### config.mk
export PLATFORM = sky130hd
export DESIGN_NAME = branch_skip_exec
export DESIGN_NICKNAME = d
export VERILOG_FILES = /design/src/hw/branch_skip_pkg.sv /design/src/hw/skip_exec_alu.sv /design/src/hw/branch_skip_exec.sv
export SDC_FILE = /design/constraint.sdc
export NUM_CORES = 1
export LEC_CHECK = 0
export ABC_AREA = 0
export BUFFER_PORTS_ARGS = -buffer_cell sky130_fd_sc_hd__buf_2
export CORE_MARGIN = 5
export CORE_UTILIZATION = 46
export CTS_CLUSTER_DIAMETER = 30
export DETAILED_ROUTE_END_ITERATION = 8
export GPL_ROUTABILITY_DRIVEN = 0
export PLACE_DENSITY = 0.78
export SLEW_MARGIN = 25
export SYNTH_ARGS = -nofsm -noshare
export SYNTH_HDL_FRONTEND = slang
export SYNTH_SLANG_ARGS = --single-unit
### constraint.sdc
create_clock -name clk_sys -period 3 [get_ports clk_sys]
set_input_delay 0.6 -clock clk_sys [delete_from_list [all_inputs] [get_ports clk_sys]]
set_output_delay 0.6 -clock clk_sys [all_outputs]
set_load 0.01 [all_outputs]
### src/hw/branch_skip_pkg.sv
// types and constants shared by the branch, skip and miscellaneous execution slice
// assumes a byte-wide data path, a 16-bit program word and a word-wide avalon slave
package branch_skip_pkg;

	// program memory geometry and retire counter width
	localparam int PROG_ADDR_W = 13;
	localparam int PROG_WORD_W = 16;
	localparam int TABLE_HIGH_LATCH_W = PROG_WORD_W - 8;
	localparam int PAGE_W = PROG_ADDR_W - 8;
	localparam int RETIRED_W = 16;

	// register map, byte addresses
	localparam int AVS_ADDR_W = 4;
	localparam logic [3:0] CTRL_OFFSET = 4'h0;
	localparam logic [3:0] STATUS_OFFSET = 4'h4;
	localparam logic [3:0] RETIRED_OFFSET = 4'h8;

	// field positions
	localparam int CTRL_ENABLE_BIT = 0;
	localparam int STATUS_TIMEOUT_BIT = 0;
	localparam int STATUS_PDFLAG_BIT = 1;
	localparam int STATUS_POWERDOWN_BIT = 2;
	localparam int STATUS_BUSY_BIT = 3;

	// reset values
	localparam logic CTRL_ENABLE_RESET = 1'b1;
	localparam logic WAITREQ_RESET = 1'b1;

	typedef enum logic [4:0] {
		NOP_OP, JUMP_OP, CALL_OP, RETURN_OP, RETURN_IMM_OP, INTERRUPT_RETURN_OP,
		SKIP_ZERO_OP, SKIP_ZERO_MOVE_OP, SKIP_BIT_CLEAR_OP, SKIP_BIT_SET_OP,
		INC_SKIP_OP, DEC_SKIP_OP, INC_SKIP_ACC_OP, DEC_SKIP_ACC_OP,
		TABLE_READ_OP, TABLE_READ_LAST_PAGE_OP, WATCHDOG_CLEAR_OP,
		WATCHDOG_PRECLEAR_FIRST, WATCHDOG_PRECLEAR_SECOND,
		NIBBLE_SWAP_OP, NIBBLE_SWAP_ACC_OP, POWER_DOWN_OP
	} op_t;

	typedef enum logic [1:0] {PRE_NONE, PRE_FIRST, PRE_SECOND} prelast_t;

	typedef struct packed {
		op_t op;
		logic [2:0] bitSel;
		logic [7:0] memByte;
		logic [7:0] immByte;
		logic writesPcl;
		logic [PAGE_W-1:0] tablePage;
		logic [7:0] tablePtr;
	} instr_t;

	typedef struct packed {
		logic accWe;
		logic [7:0] accData;
		logic memWe;
		logic [7:0] memData;
		logic tblhWe;
		logic [TABLE_HIGH_LATCH_W-1:0] tblhData;
		logic skipNext;
		logic pcLoad;
		logic stackPush;
		logic stackPop;
		logic intReenable;
		logic wdtRestart;
	} res_t;

	typedef struct packed {
		logic ready;
		logic busy;
		logic tablePending;
		logic [PROG_ADDR_W-1:0] progAddr;
		logic progRead;
		res_t res;
		logic done;
		logic timeoutFlag;
		logic powerdownFlag;
		logic powerDown;
		prelast_t lastPre;
		logic execEnable;
		logic waitReq;
		logic [31:0] readData;
		logic [RETIRED_W-1:0] retired;
	} state_t;

endpackage

### src/hw/skip_exec_alu.sv
// combinational result and skip decision for one issued instruction
// assumes the memory byte operand is already read and valid with the instruction
`timescale 1ns/1ps
module skip_exec_alu
	import branch_skip_pkg::*;
(
	input branch_skip_pkg::instr_t instr,
	output branch_skip_pkg::res_t res,
	output logic twoCycle,
	output logic isTable,
	output logic lastPage
);

	// zero test shared by the zero, increment and decrement skips
	function automatic logic isZero(input logic [7:0] v);
		return v == 8'h00;
	endfunction

	logic [7:0] incByte;
	logic [7:0] decByte;
	logic [7:0] swapByte;
	logic skip;

	assign incByte = instr.memByte + 8'h01;
	assign decByte = instr.memByte - 8'h01;
	assign swapByte = {instr.memByte[3:0], instr.memByte[7:4]};

	// decode; no status flag is ever touched here
	always_comb begin
		res = '0;
		skip = 1'b0;
		isTable = 1'b0;
		lastPage = 1'b0;
		case (instr.op)
			JUMP_OP: res.pcLoad = 1'b1;
			CALL_OP: begin
				res.pcLoad = 1'b1;
				res.stackPush = 1'b1;
			end
			RETURN_OP: res.stackPop = 1'b1;
			RETURN_IMM_OP: begin
				res.stackPop = 1'b1;
				res.accWe = 1'b1;
				res.accData = instr.immByte;
			end
			INTERRUPT_RETURN_OP: begin
				res.stackPop = 1'b1;
				res.intReenable = 1'b1;
			end
			SKIP_ZERO_OP: skip = isZero(instr.memByte);
			SKIP_ZERO_MOVE_OP: begin
				res.accWe = 1'b1;
				res.accData = instr.memByte;
				skip = isZero(instr.memByte);
			end
			SKIP_BIT_CLEAR_OP: skip = !instr.memByte[instr.bitSel];
			SKIP_BIT_SET_OP: skip = instr.memByte[instr.bitSel];
			INC_SKIP_OP: begin
				res.memWe = 1'b1;
				res.memData = incByte;
				skip = isZero(incByte);
			end
			DEC_SKIP_OP: begin
				res.memWe = 1'b1;
				res.memData = decByte;
				skip = isZero(decByte);
			end
			INC_SKIP_ACC_OP: begin
				res.accWe = 1'b1;
				res.accData = incByte;
				skip = isZero(incByte);
			end
			DEC_SKIP_ACC_OP: begin
				res.accWe = 1'b1;
				res.accData = decByte;
				skip = isZero(decByte);
			end
			TABLE_READ_OP: isTable = 1'b1;
			TABLE_READ_LAST_PAGE_OP: begin
				isTable = 1'b1;
				lastPage = 1'b1;
			end
			NIBBLE_SWAP_OP: begin
				res.memWe = 1'b1;
				res.memData = swapByte;
			end
			NIBBLE_SWAP_ACC_OP: begin
				res.accWe = 1'b1;
				res.accData = swapByte;
			end
			default: res = '0;
		endcase
		res.skipNext = skip;
	end

	// second cycle for a skip, a pcl write, a branch, a return or a table fetch
	assign twoCycle = skip || instr.writesPcl || isTable || res.pcLoad || res.stackPop;

endmodule // skip_exec_alu

### src/hw/branch_skip_exec.sv
// execution slice for branch, skip, return, table read and miscellaneous instructions
// assumes the fetch stage holds issueValid and the instruction until issueReady is seen,
// and that program memory returns progWord in the cycle in which progRead is high
`timescale 1ns/1ps
module branch_skip_exec
	import branch_skip_pkg::*;
(
	input wire logic clk_sys,
	input wire logic rst,
	input wire logic issueValid,
	input branch_skip_pkg::instr_t instr,
	output logic issueReady,
	output branch_skip_pkg::res_t result,
	output logic retireDone,
	output logic progRead,
	output logic [branch_skip_pkg::PROG_ADDR_W-1:0] progAddr,
	input wire logic [branch_skip_pkg::PROG_WORD_W-1:0] progWord,
	input wire logic wdtTimeout,
	input wire logic wakeup,
	output logic timeoutFlag,
	output logic powerdownFlag,
	output logic powerDown,
	input wire logic [branch_skip_pkg::AVS_ADDR_W-1:0] avsAddress,
	input wire logic avsRead,
	input wire logic avsWrite,
	input wire logic [31:0] avsWriteData,
	input wire logic [3:0] avsByteEnable,
	output logic [31:0] avsReadData,
	output logic avsWaitRequest
);
	import branch_skip_pkg::*;

	////////////////////////////////////////////////////////////////////////////
	// geometry checks

	if (PROG_ADDR_W < 9 || PROG_WORD_W < 9) begin : g_geom_check
		$error("program memory geometry too small for a byte pointer and high latch");
	end

	////////////////////////////////////////////////////////////////////////////
	// decode

	res_t aluRes;
	logic aluTwo;
	logic aluTable;
	logic aluLast;
	logic issue;
	state_t st;
	state_t next_st;

	skip_exec_alu u_alu (
		.instr(instr),
		.res(aluRes),
		.twoCycle(aluTwo),
		.isTable(aluTable),
		.lastPage(aluLast)
	);

	assign issue = issueValid && st.ready;

	// register read mux
	function automatic logic [31:0] regRead(input logic [3:0] addr, input state_t s);
		logic [31:0] v;
		v = '0;
		case (addr)
			CTRL_OFFSET: v[CTRL_ENABLE_BIT] = s.execEnable;
			STATUS_OFFSET: begin
				v[STATUS_TIMEOUT_BIT] = s.timeoutFlag;
				v[STATUS_PDFLAG_BIT] = s.powerdownFlag;
				v[STATUS_POWERDOWN_BIT] = s.powerDown;
				v[STATUS_BUSY_BIT] = s.busy;
			end
			RETIRED_OFFSET: v[RETIRED_W-1:0] = s.retired;
			default: v = '0; // unmapped reads as zero
		endcase
		return v;
	endfunction

	////////////////////////////////////////////////////////////////////////////
	// next state

	always_comb begin
		next_st = st;
		next_st.res = '0;
		next_st.progRead = 1'b0;
		next_st.done = 1'b0;
		next_st.busy = 1'b0;
		next_st.tablePending = 1'b0;

		// second cycle of a two-cycle instruction; issue is blocked meanwhile
		if (st.busy) begin
			next_st.done = 1'b1;
			if (st.tablePending) begin
				next_st.res.tblhWe = 1'b1;
				next_st.res.tblhData = progWord[PROG_WORD_W-1:8];
				next_st.res.memWe = 1'b1;
				next_st.res.memData = progWord[7:0];
			end
		end

		if (issue) begin
			next_st.res = aluRes;
			next_st.busy = aluTwo;
			next_st.done = !aluTwo;
			if (aluTable) begin
				next_st.tablePending = 1'b1;
				next_st.progRead = 1'b1;
				// last page forces every page bit high
				next_st.progAddr = aluLast ? {{PAGE_W{1'b1}}, instr.tablePtr}
					: {instr.tablePage, instr.tablePtr};
			end

			// watchdog and power-down flag handling
			next_st.lastPre = PRE_NONE;
			case (instr.op)
				WATCHDOG_CLEAR_OP: begin
					next_st.res.wdtRestart = 1'b1;
					next_st.timeoutFlag = 1'b0;
					next_st.powerdownFlag = 1'b0;
				end
				WATCHDOG_PRECLEAR_FIRST: begin
					if (st.lastPre == PRE_SECOND) begin
						next_st.res.wdtRestart = 1'b1;
						next_st.timeoutFlag = 1'b0;
						next_st.powerdownFlag = 1'b0;
					end else begin
						next_st.lastPre = PRE_FIRST;
					end
				end
				WATCHDOG_PRECLEAR_SECOND: begin
					if (st.lastPre == PRE_FIRST) begin
						next_st.res.wdtRestart = 1'b1;
						next_st.timeoutFlag = 1'b0;
						next_st.powerdownFlag = 1'b0;
					end else begin
						next_st.lastPre = PRE_SECOND;
					end
				end
				POWER_DOWN_OP: begin
					next_st.timeoutFlag = 1'b0;
					next_st.powerdownFlag = 1'b1;
					next_st.powerDown = 1'b1;
				end
				default: next_st.lastPre = PRE_NONE;
			endcase
		end

		// a timeout in the same cycle as a clear still lands
		if (wdtTimeout) begin
			next_st.timeoutFlag = 1'b1;
			next_st.powerDown = 1'b0;
		end
		if (wakeup) begin
			next_st.powerDown = 1'b0;
		end

		// avalon slave: one wait state, data sampled when waitrequest drops
		if ((avsRead || avsWrite) && st.waitReq) begin
			next_st.waitReq = 1'b0;
			next_st.readData = avsRead ? regRead(avsAddress, st) : 32'h0000_0000;
		end else begin
			next_st.waitReq = 1'b1;
			if (!st.waitReq && avsWrite && avsByteEnable[0]) begin
				case (avsAddress)
					CTRL_OFFSET: next_st.execEnable = avsWriteData[CTRL_ENABLE_BIT];
					STATUS_OFFSET: begin
						// a power down instruction taken in this same cycle wins over the software wake
						if (avsWriteData[STATUS_POWERDOWN_BIT] && !(issue && instr.op == POWER_DOWN_OP)) begin
							next_st.powerDown = 1'b0; // software wake
						end
					end
					RETIRED_OFFSET: next_st.retired = '0;
					default: next_st.retired = next_st.retired; // unmapped write ignored
				endcase
			end
		end

		// count after the clear so a retire in the clearing cycle survives
		if (st.done) begin
			next_st.retired = next_st.retired + RETIRED_W'(1);
		end

		// ready only when idle, enabled and awake
		next_st.ready = !next_st.busy && next_st.execEnable && !next_st.powerDown;
	end

	////////////////////////////////////////////////////////////////////////////
	// state register

	always_ff @(posedge clk_sys) begin
		if (rst) begin
			st <= '0;
			st.execEnable <= CTRL_ENABLE_RESET;
			st.waitReq <= WAITREQ_RESET;
		end else begin
			st <= next_st;
		end
	end

	// outputs straight from the state flops
	assign issueReady = st.ready;
	assign result = st.res;
	assign retireDone = st.done;
	assign progRead = st.progRead;
	assign progAddr = st.progAddr;
	assign timeoutFlag = st.timeoutFlag;
	assign powerdownFlag = st.powerdownFlag;
	assign powerDown = st.powerDown;
	assign avsReadData = st.readData;
	assign avsWaitRequest = st.waitReq;

	logic skipOp;
	assign skipOp = instr.op inside {SKIP_ZERO_OP, SKIP_ZERO_MOVE_OP, SKIP_BIT_CLEAR_OP,
		SKIP_BIT_SET_OP, INC_SKIP_OP, DEC_SKIP_OP, INC_SKIP_ACC_OP, DEC_SKIP_ACC_OP};
endmodule // branch_skip_exec

; ---- After elaboration in Yosys (flattened, before gate mapping)
; Cells that the tools add are included.
[totals]
register_bits = 106
in_bits = 101
output_inout_bits = 85
wordCells = 146
[classes]
addsub = 3
order_cmp = 1
n_eq_ne = 29
muxes = 46
bitwise = 3
n_reduce_logical = 38
[op_table]
columns = cell, n
row1 = $mux W16, 5
row2 = $mux W55, 1
row3 = $pmux W9 S5, 1
row4 = $eq A5 B4 Y1 const B, 8
row5 = $mux W18, 2
row6 = $eq A5 B5 Y1 const B, 6
row7 = $pmux W9 S3, 1
row8 = $logic_not A8 Y1, 3
row9 = $mux W1, 23
row10 = $eq A5 B3 Y1 const B, 4
row11 = $add A16 B1 Y16 const B, 1
row12 = $mux W15, 1
row13 = $mux W13, 1
row14 = $mux W12, 1
row15 = $reduce_or A2 Y1, 6
row16 = $eq A5 B2 Y1 const B, 2
row17 = $add A8 B1 Y8 const B, 1
row18 = $logic_and A1 B1 Y1, 8
row19 = $pmux W2 S4, 1
row20 = $reduce_and A4 Y1, 2
row21 = $sub A8 B1 Y8 const B, 1
row22 = $logic_not A1 Y1, 6
row23 = $mux W2, 3
row24 = $ne A3 B3 Y1 const B, 2
row25 = 21 further kinds, 30

; ---- Longest topological paths before layout
; Gate-level depths: netlist of run 1.
[depth]
ltp_word = 18
ltp_mapped = 10
ltp_nobuf = 10

; ---- Hierarchy
; Synthesis of run 1 repeated with hierarchy kept, for this count alone.
[unflattened]
cells_unflattened = 597
hier_area_um2 = 5127.4
[by_module_without_submodules]
columns = module, instances, cells_each, area_per_inst_um2, seq_area_each_um2
row1 = branch_skip_exec, 1, 414, 3836.2, 1781.7
row2 = skip_exec_alu, 1, 183, 1291.2, 0.0

; ---- Worst setup path after synthesis of run 1
; No wires, ideal clock.
[synth_timing]
kind = input port to flip-flop
from = in avsAddress[1] (netlist bit)
to = reg st[10] (netlist bit)
setup_time_ps = 128
t_arrival_ps = 2129
required_ps = 2872
path_slack_ps = 744
cell_stages = 10
n_path_buf = 0
path_cell_list = nor4b_4 -> nand4b_2 -> and2_1 -> ha_1 -> nand3_1 -> nor2_1 -> and3_1 -> nand2_1 -> xor2_1 -> nor2_1
[synth_between]
elab_chain_len = 6
[synth_lines]
columns = item, line_no
row1 = from (decl), branch_skip_exec.sv:23  ; input wire logic [branch_skip_pkg::AVS_ADDR_W-1:0] avsAddress,
row2 = $eq A4 B4 Y1 (*), branch_skip_exec.sv:164  ; case (avsAddress)
row3 = $mux W16 (*), branch_skip_exec.sv:164
row4 = $mux W16 (*), branch_skip_exec.sv:163  ; if (!st.waitReq && avsWrite && avsByteEnable[0]) begin
row5 = $mux W16 (*), branch_skip_exec.sv:158  ; if ((avsRead || avsWrite) && st.waitReq) begin
row6 = $add A16 B1 Y16, branch_skip_exec.sv:180  ; next_st.retired = next_st.retired + RETIRED_W'(1);
row7 = $mux W16 (*), branch_skip_exec.sv:179  ; if (st.done) begin
row8 = to (signal assigned), branch_skip_exec.sv:196  ; st <= next_st;
row9 = to (decl), branch_skip_exec.sv:48  ; state_t st;
; Every way passes the cells marked *; elsewhere a longest branch is shown, timed or not.
; A chain may end at the register's enable or synchronous reset.

; ---- Final worst setup path of run 1
[layout_timing]
from = in instr[22] (netlist bit)
to = reg st, in the netlist issueReady
[layout_between]
elab_chain_len = 12
elab_cells_between_ends = 17
classes_between = add/sub: 2 / mux: 4 / reduce/logical: 11
[layout_lines]
columns = item, line_no
row1 = from (decl), branch_skip_exec.sv:11  ; input branch_skip_pkg::instr_t instr,
row2 = "parallel branches: the longest is 3 deep, another holds $sub A8 B1 Y8", --
row3 = $pmux W1 S5 (*), skip_exec_alu.sv:34  ; case (instr.op)
row4 = $logic_or A1 B1 Y1 (*) (4 in a row), skip_exec_alu.sv:97  ; assign twoCycle = skip || instr.writesPcl || isTable || res.pcLoad || res.stackPop;
row5 = $mux W55 (*), branch_skip_exec.sv:101  ; if (issue) begin
row6 = $logic_not A1 Y1 (*), branch_skip_exec.sv:184  ; next_st.ready = !next_st.busy && next_st.execEnable && !next_st.powerDown;
row7 = $logic_and A1 B1 Y1 (*) (2 in a row), branch_skip_exec.sv:184
; Every way passes the cells marked *. The select of a mux whose other input is x is not followed.

==> out/metrics.cfg, run 1 <==
[timing]
max_freq_mhz=473
worstMarginPinSlew_ns=0.846
finalWorstPathRequiredPeriod_ns=2.11
slew_viol_final=0
final.setup_skew_ns=0.0140
slew_headroom_pct=43.1
grt_setup_unrepaired=false
final_min_period_over_clock_period_pct=70.4
totalNegativeSetupSlack_ns=0
final_setup_violating_endpoints=0
finalHoldViolations=0

[grt]
grt_max_degree=39
wire_length_of_the_first_global_routing_pass_microns=18900
globalRouteTotalUtil_pct=18.0
grt_remaining_overflow=0
antenna_found_initial=0
first_global_vias=3849

[synth]
syn_avg_cell_area_sq_um=8.43
synth.area.top_cells=dfxtp_1 (36%), buf_4 (12%), nor2_1 (5.1%), nand2_1 (4.2%), a21oi_1 (3.2%)
ys_ff_latch=89
synth-simple-area-share_pct=23.0
asyncSetResetFlopFracSynth_pct=0
dominantRegCellSynth=dfxtp_1
synth_compound_area_share_pct=13.5
synth_cell_types=60
post_synth_mux_area_share_pct=4.17
synth-edff-count=0
ys_warn_count=0
post_synth_fa_ha_maj_area_fraction_pct=1.02
synth_xor_xnor_area_share_pct=5.19
mappedNetlistArea_sq_um=4890
synth.largest_area_cell=dfxtp_1
synth_top_family_by_area=simple AND/OR/NAND/NOR gates
yosysSeqAreaShare_pct=36.4
post_synth_inst_count=580
synth.top_cell.area_share_pct=36.4

[die]
chipWidth_microns=113
floorplan.core_area_sq_um=10400
fp.dieArea_sq_um=12800
start_util_pct=47.2
rows=37
floorplan.io_pins=186
die_h_microns=113

[worst_setup_path]
critical_path.endpoint=issueReady
worst-path-stages=9
timing.critical_path.cells=buf_2, inv_1, ha_1, nand2b_4, nor4_4, xnor2_1, a311oi_2, nand3_1, a21oi_1
critical_path.startpoint=instr[22]
slowest_stage=ha_1
worst-setup-path-type=in -> reg
cp.required_ns=3.30
timing.critical_path.from_type=input port
worstReg2RegStart=avsWaitRequest
critPathTopFamily=simple AND/OR/NAND/NOR gates
setup.reg_to_reg.worst_slack_ns=0.89
highest_cell_delay_on_the_worst_timing_path_ns=0.35
cp-end-kind=flip-flop
timing.rr.end=st[14]
path_buf_inv=2
reg2reg_depth=10
crit_fanout=12
critical_path_arrival_ns=2.41

[pwr]
power_per_cell_area_nw_per_um2=431
leakagePower_nw=2.31
worst_ir_drop_vdd_v=0.000176

[cts]
resized_after_cts=0
cts_tree=done
clock_tree.buffer_depth=2
cts_setup_buffers=0
cts.reportedPaths.clkPinSlew_ns=0.09
clock_sinks=89
insertion_delay_of_the_later_clocked_pin_in_the_worst_skew_pair_ns=0.37
cts_htree_levels=3
cts_inserted_buffers=9
cts.hold.buffers_added=0
buffer_cell_driving_the_clock_tree_root=clkbuf_8

[worst_hold_path]
hold_class=in -> reg

[job]
maxCapViolCount=0

[drt]
ant_nets=0
drc=0
detail_route.wl_per_cell_microns=15.2
finalWirelength_microns=11900
dr.first_iter.drc_count=461
post_drt_via_cell_ratio=5.30
drt_first_pass_iters=7
dr_total_vias=4131

[cells_and_area]
final.fill_count=1023
drive_gt1_share_pct=28.5
multi_input_comb_area_sq_um=2350
sequential_cell_area_sq_um=1780
final_cell_count_no_fill=779
design.final.nets=743
synthToLayoutAreaGrowth_pct=8.14
insertedDiodeCount=0

[placed_design]
post-place-cells=763
buffer_ports.inserted=136
dpl.hpwl_microns=8940

[outcome]
outcome=completed

[worst reg2reg max path, stage by stage, from the launching register on]
cell      delay (ns)
dfxtp_1         0.38
nor4b_4         0.36
nand4b_2        0.16
and2_1          0.20
ha_1            0.22
nand3_1         0.09
nor2_1          0.06
and3_1          0.22
nand2_1         0.09
xor2_1          0.15
nor2_1          0.06
[cells in the final DEF (no fill, tap or decap), drive strengths merged, types with 4 or more instances in the layout]
cell type / synthesis / layout
clkbuf: 16 / 9
nand3: 16 / 16
nor2b: 4 / 4
xor2: 16 / 16
mux2i: 8 / 8
nor3: 22 / 22
a222oi: 6 / 6
a221oi: 5 / 5
nand2b: 11 / 11
ha: 4 / 4
and2: 12 / 12
conb: 1 / 16
a22o: 4 / 4
xnor2: 13 / 13
nor2: 67 / 67
o21ai: 11 / 11
nand4: 6 / 6
buf: 96 / 144
and4: 5 / 5
mux2: 9 / 9
dfxtp: 89 / 89
inv: 13 / 17
a21oi: 31 / 31
nand2: 56 / 56
a22oi: 20 / 20
nor4: 5 / 5
[layout make-up]
| class | instances | share of cell area, % |
|---|---|---|
| Sequential cell | 89 | 33.7 |
| Clock buffer | 9 | 2.34 |
| Timing Repair Buffer | 144 | 14.0 |
| Multi-Input combinational cell | 381 | 44.5 |
| Inverter | 13 | 0.923 |
| Clock inverter | 7 | 1.35 |
| Tap cell | 136 | 3.22 |
[Yosys cell counts (all sizes together) (2+ instances only)]
cell type / number
and2: 12
a22oi: 20
or3: 3
a211oi: 2
a211o: 2
nand2b: 11
buf: 96
nand3: 16
dfxtp: 89
nor2: 67
a32oi: 2
nor2b: 4
and3: 3
xnor2: 13
a21oi: 31
and4: 5
clkbuf: 16
or2: 2
o21ai: 11
nand2: 56
a22o: 4
nor4: 5
mux2: 9
a222oi: 6
nand4: 6
nor3: 22
ha: 4
nor4b: 2
a31oi: 3
a221oi: 5
nand3b: 2
inv: 13
xor2: 16
mux2i: 8
[power breakdown]
part,internal [mW],switching (mW)
Clock,0.325,0.488
Sequential,1.19,0.00826
Combinational,0.102,0.166
Total,1.62,0.663
[worst min path at each step]
| stage | cells after the start | endpoint | slack [ns] | from |
|---|---|---|---|---|
| floorplan | 2 | progAddr[0] | 0.44 | progAddr[0] |
| global placement | 2 | progAddr[6] | 0.44 | progAddr[6] |
| detailed placement | 2 | progAddr[5] | 0.45 | progAddr[5] |
| CTS | 2 | result[6] | 0.42 | progWord[8] |
| global route | 2 | result[8] | 0.42 | progWord[10] |
| finish | 2 | result[6] | 0.44 | progWord[8] |
[through the flow]
step | power, mW | area (sq um) | setup WS, ns | hold WS (ns) | util [%]
global placement | 1.48 | 5090 | 0.596 | 0.439 | 49.1
CTS | 2.30 | 5290 | 0.883 | 0.421 | 51.0
finish | 2.28 | 5290 | 0.888 | 0.437 | 51.0
detailed placement | 1.49 | 5090 | 0.547 | 0.447 | 49.1
floorplan | 1.42 | 4950 | 0.744 | 0.437 | -
global route | 2.38 | 5290 | 0.713 | 0.421 | 51.0
[flip-flops by register name, summed over array words and instances (netlist names)]
| name | cells |
|---|---|
| powerdownFlag | 1 |
| progAddr | 13 |
| avsReadData | 16 |
| issueReady | 1 |
| result | 33 |
| retireDone | 1 |
| avsWaitRequest | 1 |
| timeoutFlag | 1 |
| powerDown | 1 |
| st | 21 |
[cells by family (layout without fill, tap and decap cells)]
family,after synthesis,after routing
AO/OA/AOI/OAI,96,96
XOR/XNOR,29,29
adder cells (fa/ha/maj),4,4
buffers and inverters,125,173
flip-flops,89,89
multiplexers,18,18
other,1,16
AND/OR/NAND/NOR,218,218
[layer usage]
metal	up-vias	track usage (%)	wire, microns
met3	13	3.26	914
li1	2019	-	-
met1	1934	23.6	5020
met5	-	0	0
met4	0	5.05	125
met2	165	30.3	5820
Note: power is estimated with default switching activity, not from simulation.
==> run 2, diff against run 1 <==
CORE_UTILIZATION = 45   (was 46)
PLACE_DENSITY = 0.79   (was 0.78)
clock period = 1.8 ns   (was 3 ns; I/O delays follow)
==> run 2 against run 1 <==
- wire length up 7.6%
- power up 74%
- sequential power up 67%
- worst hold slack worse by 0.25 ns
- non-clock buffer count up 64
- highest routed layer unchanged
==> out/metrics.cfg, run 2 (same netlist as run 1, synthesis figures left out) <==
[worst_setup_path]
reg2reg_depth=10
cp.required_ns=2.05
crit_fanout=4
timing.critical_path.from_type=flip-flop
setup.reg_to_reg.worst_slack_ns=0.04
worst-setup-path-type=reg -> reg
cp-end-kind=flip-flop
worstReg2RegStart=avsWaitRequest
critical_path_arrival_ns=2.01
critical_path.endpoint=st[14]
timing.rr.end=st[14]
critical_path.startpoint=avsWaitRequest

[pwr]
leakagePower_nw=2.62
clock_power_share_pct=35.6
p_int_mw=2.89
power_per_cell_area_nw_per_um2=679
worst_ir_drop_vdd_v=0.000403
seqPwrFrac_pct=50.4
swShare_pct=27.1
combinationalPowerShare_pct=14.0
power.switching_mw=1.07
power_mw=3.96

[outcome]
outcome=completed

[worst_hold_path]
hold_class=in -> reg

[cts]
cts_htree_levels=3
cts_setup_buffers=0
cts_inserted_buffers=9
cts.reportedPaths.clkPinSlew_ns=0.09
clock_sinks=89
insertion_delay_of_the_later_clocked_pin_in_the_worst_skew_pair_ns=0.37
buffer_cell_driving_the_clock_tree_root=clkbuf_8
cts_tree=done
cts.hold.buffers_added=0
clock_tree.buffer_depth=2
resized_after_cts=0

[die]
fp.dieArea_sq_um=13100
die_h_microns=114
chipWidth_microns=114
floorplan.core_area_sq_um=10700
floorplan.io_pins=186
rows=38
start_util_pct=45.5

[cells_and_area]
insertedDiodeCount=0
flip_flop_count_of_the_largest_register_all_copies_and_words_added=33
multi_input_comb_area_sq_um=2410
final_common_cell=buf_2
design.final.nets=807
drive_gt1_share_pct=36.1
final_cell_count_no_fill=847
final.fill_count=1026
synthToLayoutAreaGrowth_pct=19.2
commonest_non_fill_non_tap_cells_in_the_layout=buf_2 (136), dfxtp_1 (88), buf_4 (72)
sequential_cell_area_sq_um=1780

[placed_design]
post-place-cells=831
buffer_ports.inserted=136
dpl.hpwl_microns=10000

[timing]
final.setup_skew_ns=0.0131
final_setup_violating_endpoints=0
finalHoldViolations=0
totalNegativeSetupSlack_ns=0
fin_hold_ws_ns=0.187
max_freq_mhz=569
final_min_period_over_clock_period_pct=97.7
grt_setup_unrepaired=true
finalWorstPathRequiredPeriod_ns=1.76
slew_viol_final=0

[drt]
finalWirelength_microns=12800
drc=0
detail_route.wl_per_cell_microns=15.1
ant_nets=0
drt_first_pass_iters=5
dr.first_iter.drc_count=388
post_drt_via_cell_ratio=5.25
dr_total_vias=4448

[grt]
wire_length_of_the_first_global_routing_pass_microns=20400
grt_remaining_overflow=0
grt_max_degree=22
antenna_found_initial=0
globalRouteTotalUtil_pct=19.2
first_global_vias=4242

[job]
maxCapViolCount=0

-- run 2: cell count changes in the layout (fill, tap and decap cells not counted), sizes merged --
| cell | previous run | this run |
|---|---|---|
| bufinv | 0 | 1 |
| clkbuf | 9 | 11 |
| clkinv | 1 | 0 |
| inv | 17 | 15 |
| buf | 144 | 208 |
-- run 2: metal layers --
layer  GRT usage [%]  wire length, microns  vias up  share of wire (%)
li1                -                     -     2142                  -
met1            23.9                  5330     2109                 42
met2            33.3                  6300      178                 49
met3            3.33                   921       19                7.2
met4            7.21                   230        0                1.8
met5               0                     0        -                  0
-- run 2: worst max-delay path, cell delays in order (launching register included) --
cell and delay, ns:
dfxtp_2 0.34, nor4b_4 0.28, nand4b_4 0.14, and2_4 0.17
ha_4 0.16, nand3_2 0.07, nor2_2 0.05, and3_4 0.16
nand2_2 0.07, xor2_1 0.15, nor2_1 0.05
-- run 2: layout make-up --
type	count	area share [%]
Clock buffer	11	2.25
Clock inverter	5	1.07
Timing Repair Buffer	208	20.9
Inverter	13	0.837
Sequential cell	89	30.6
Multi-Input combinational cell	381	41.3
Tap cell	140	3.00
-- run 2: how the worst min path moves through the flow --
stage	from	end	slack [ns]	cells after the start
floorplan	progAddr[0]	progAddr[0]	0.44	2
global placement	progAddr[1]	progAddr[1]	0.44	2
detailed placement	progAddr[0]	progAddr[0]	0.45	2
CTS	progWord[0]	result[15]	0.18	3
global route	progWord[0]	result[15]	0.19	3
finish	progWord[0]	result[15]	0.19	3
-- run 2: per-stage QoR --
step           setup WS (ns)  util, %  instance area (sq um)
6_report              0.0414     54.3                   5830
5_1_grt              -0.0635     54.3                   5830
4_1_cts              0.00985     54.2                   5830
3_5_place_dp          -0.185     52.4                   5630
3_3_place_gp          -0.162     52.4                   5630
2_1_floorplan        -0.0619        -                   5000
-- run 2: power groups by stage --
stage	clock, mW	sequential (mW)	combinational (mW)
6_report	1.41	2.00	0.554
5_1_grt	1.52	2.00	0.603
4_1_cts	1.44	2.00	0.547
3_5_place_dp	0	2.04	0.545
3_3_place_gp	0	2.04	0.527
2_1_floorplan	0	2.04	0.335
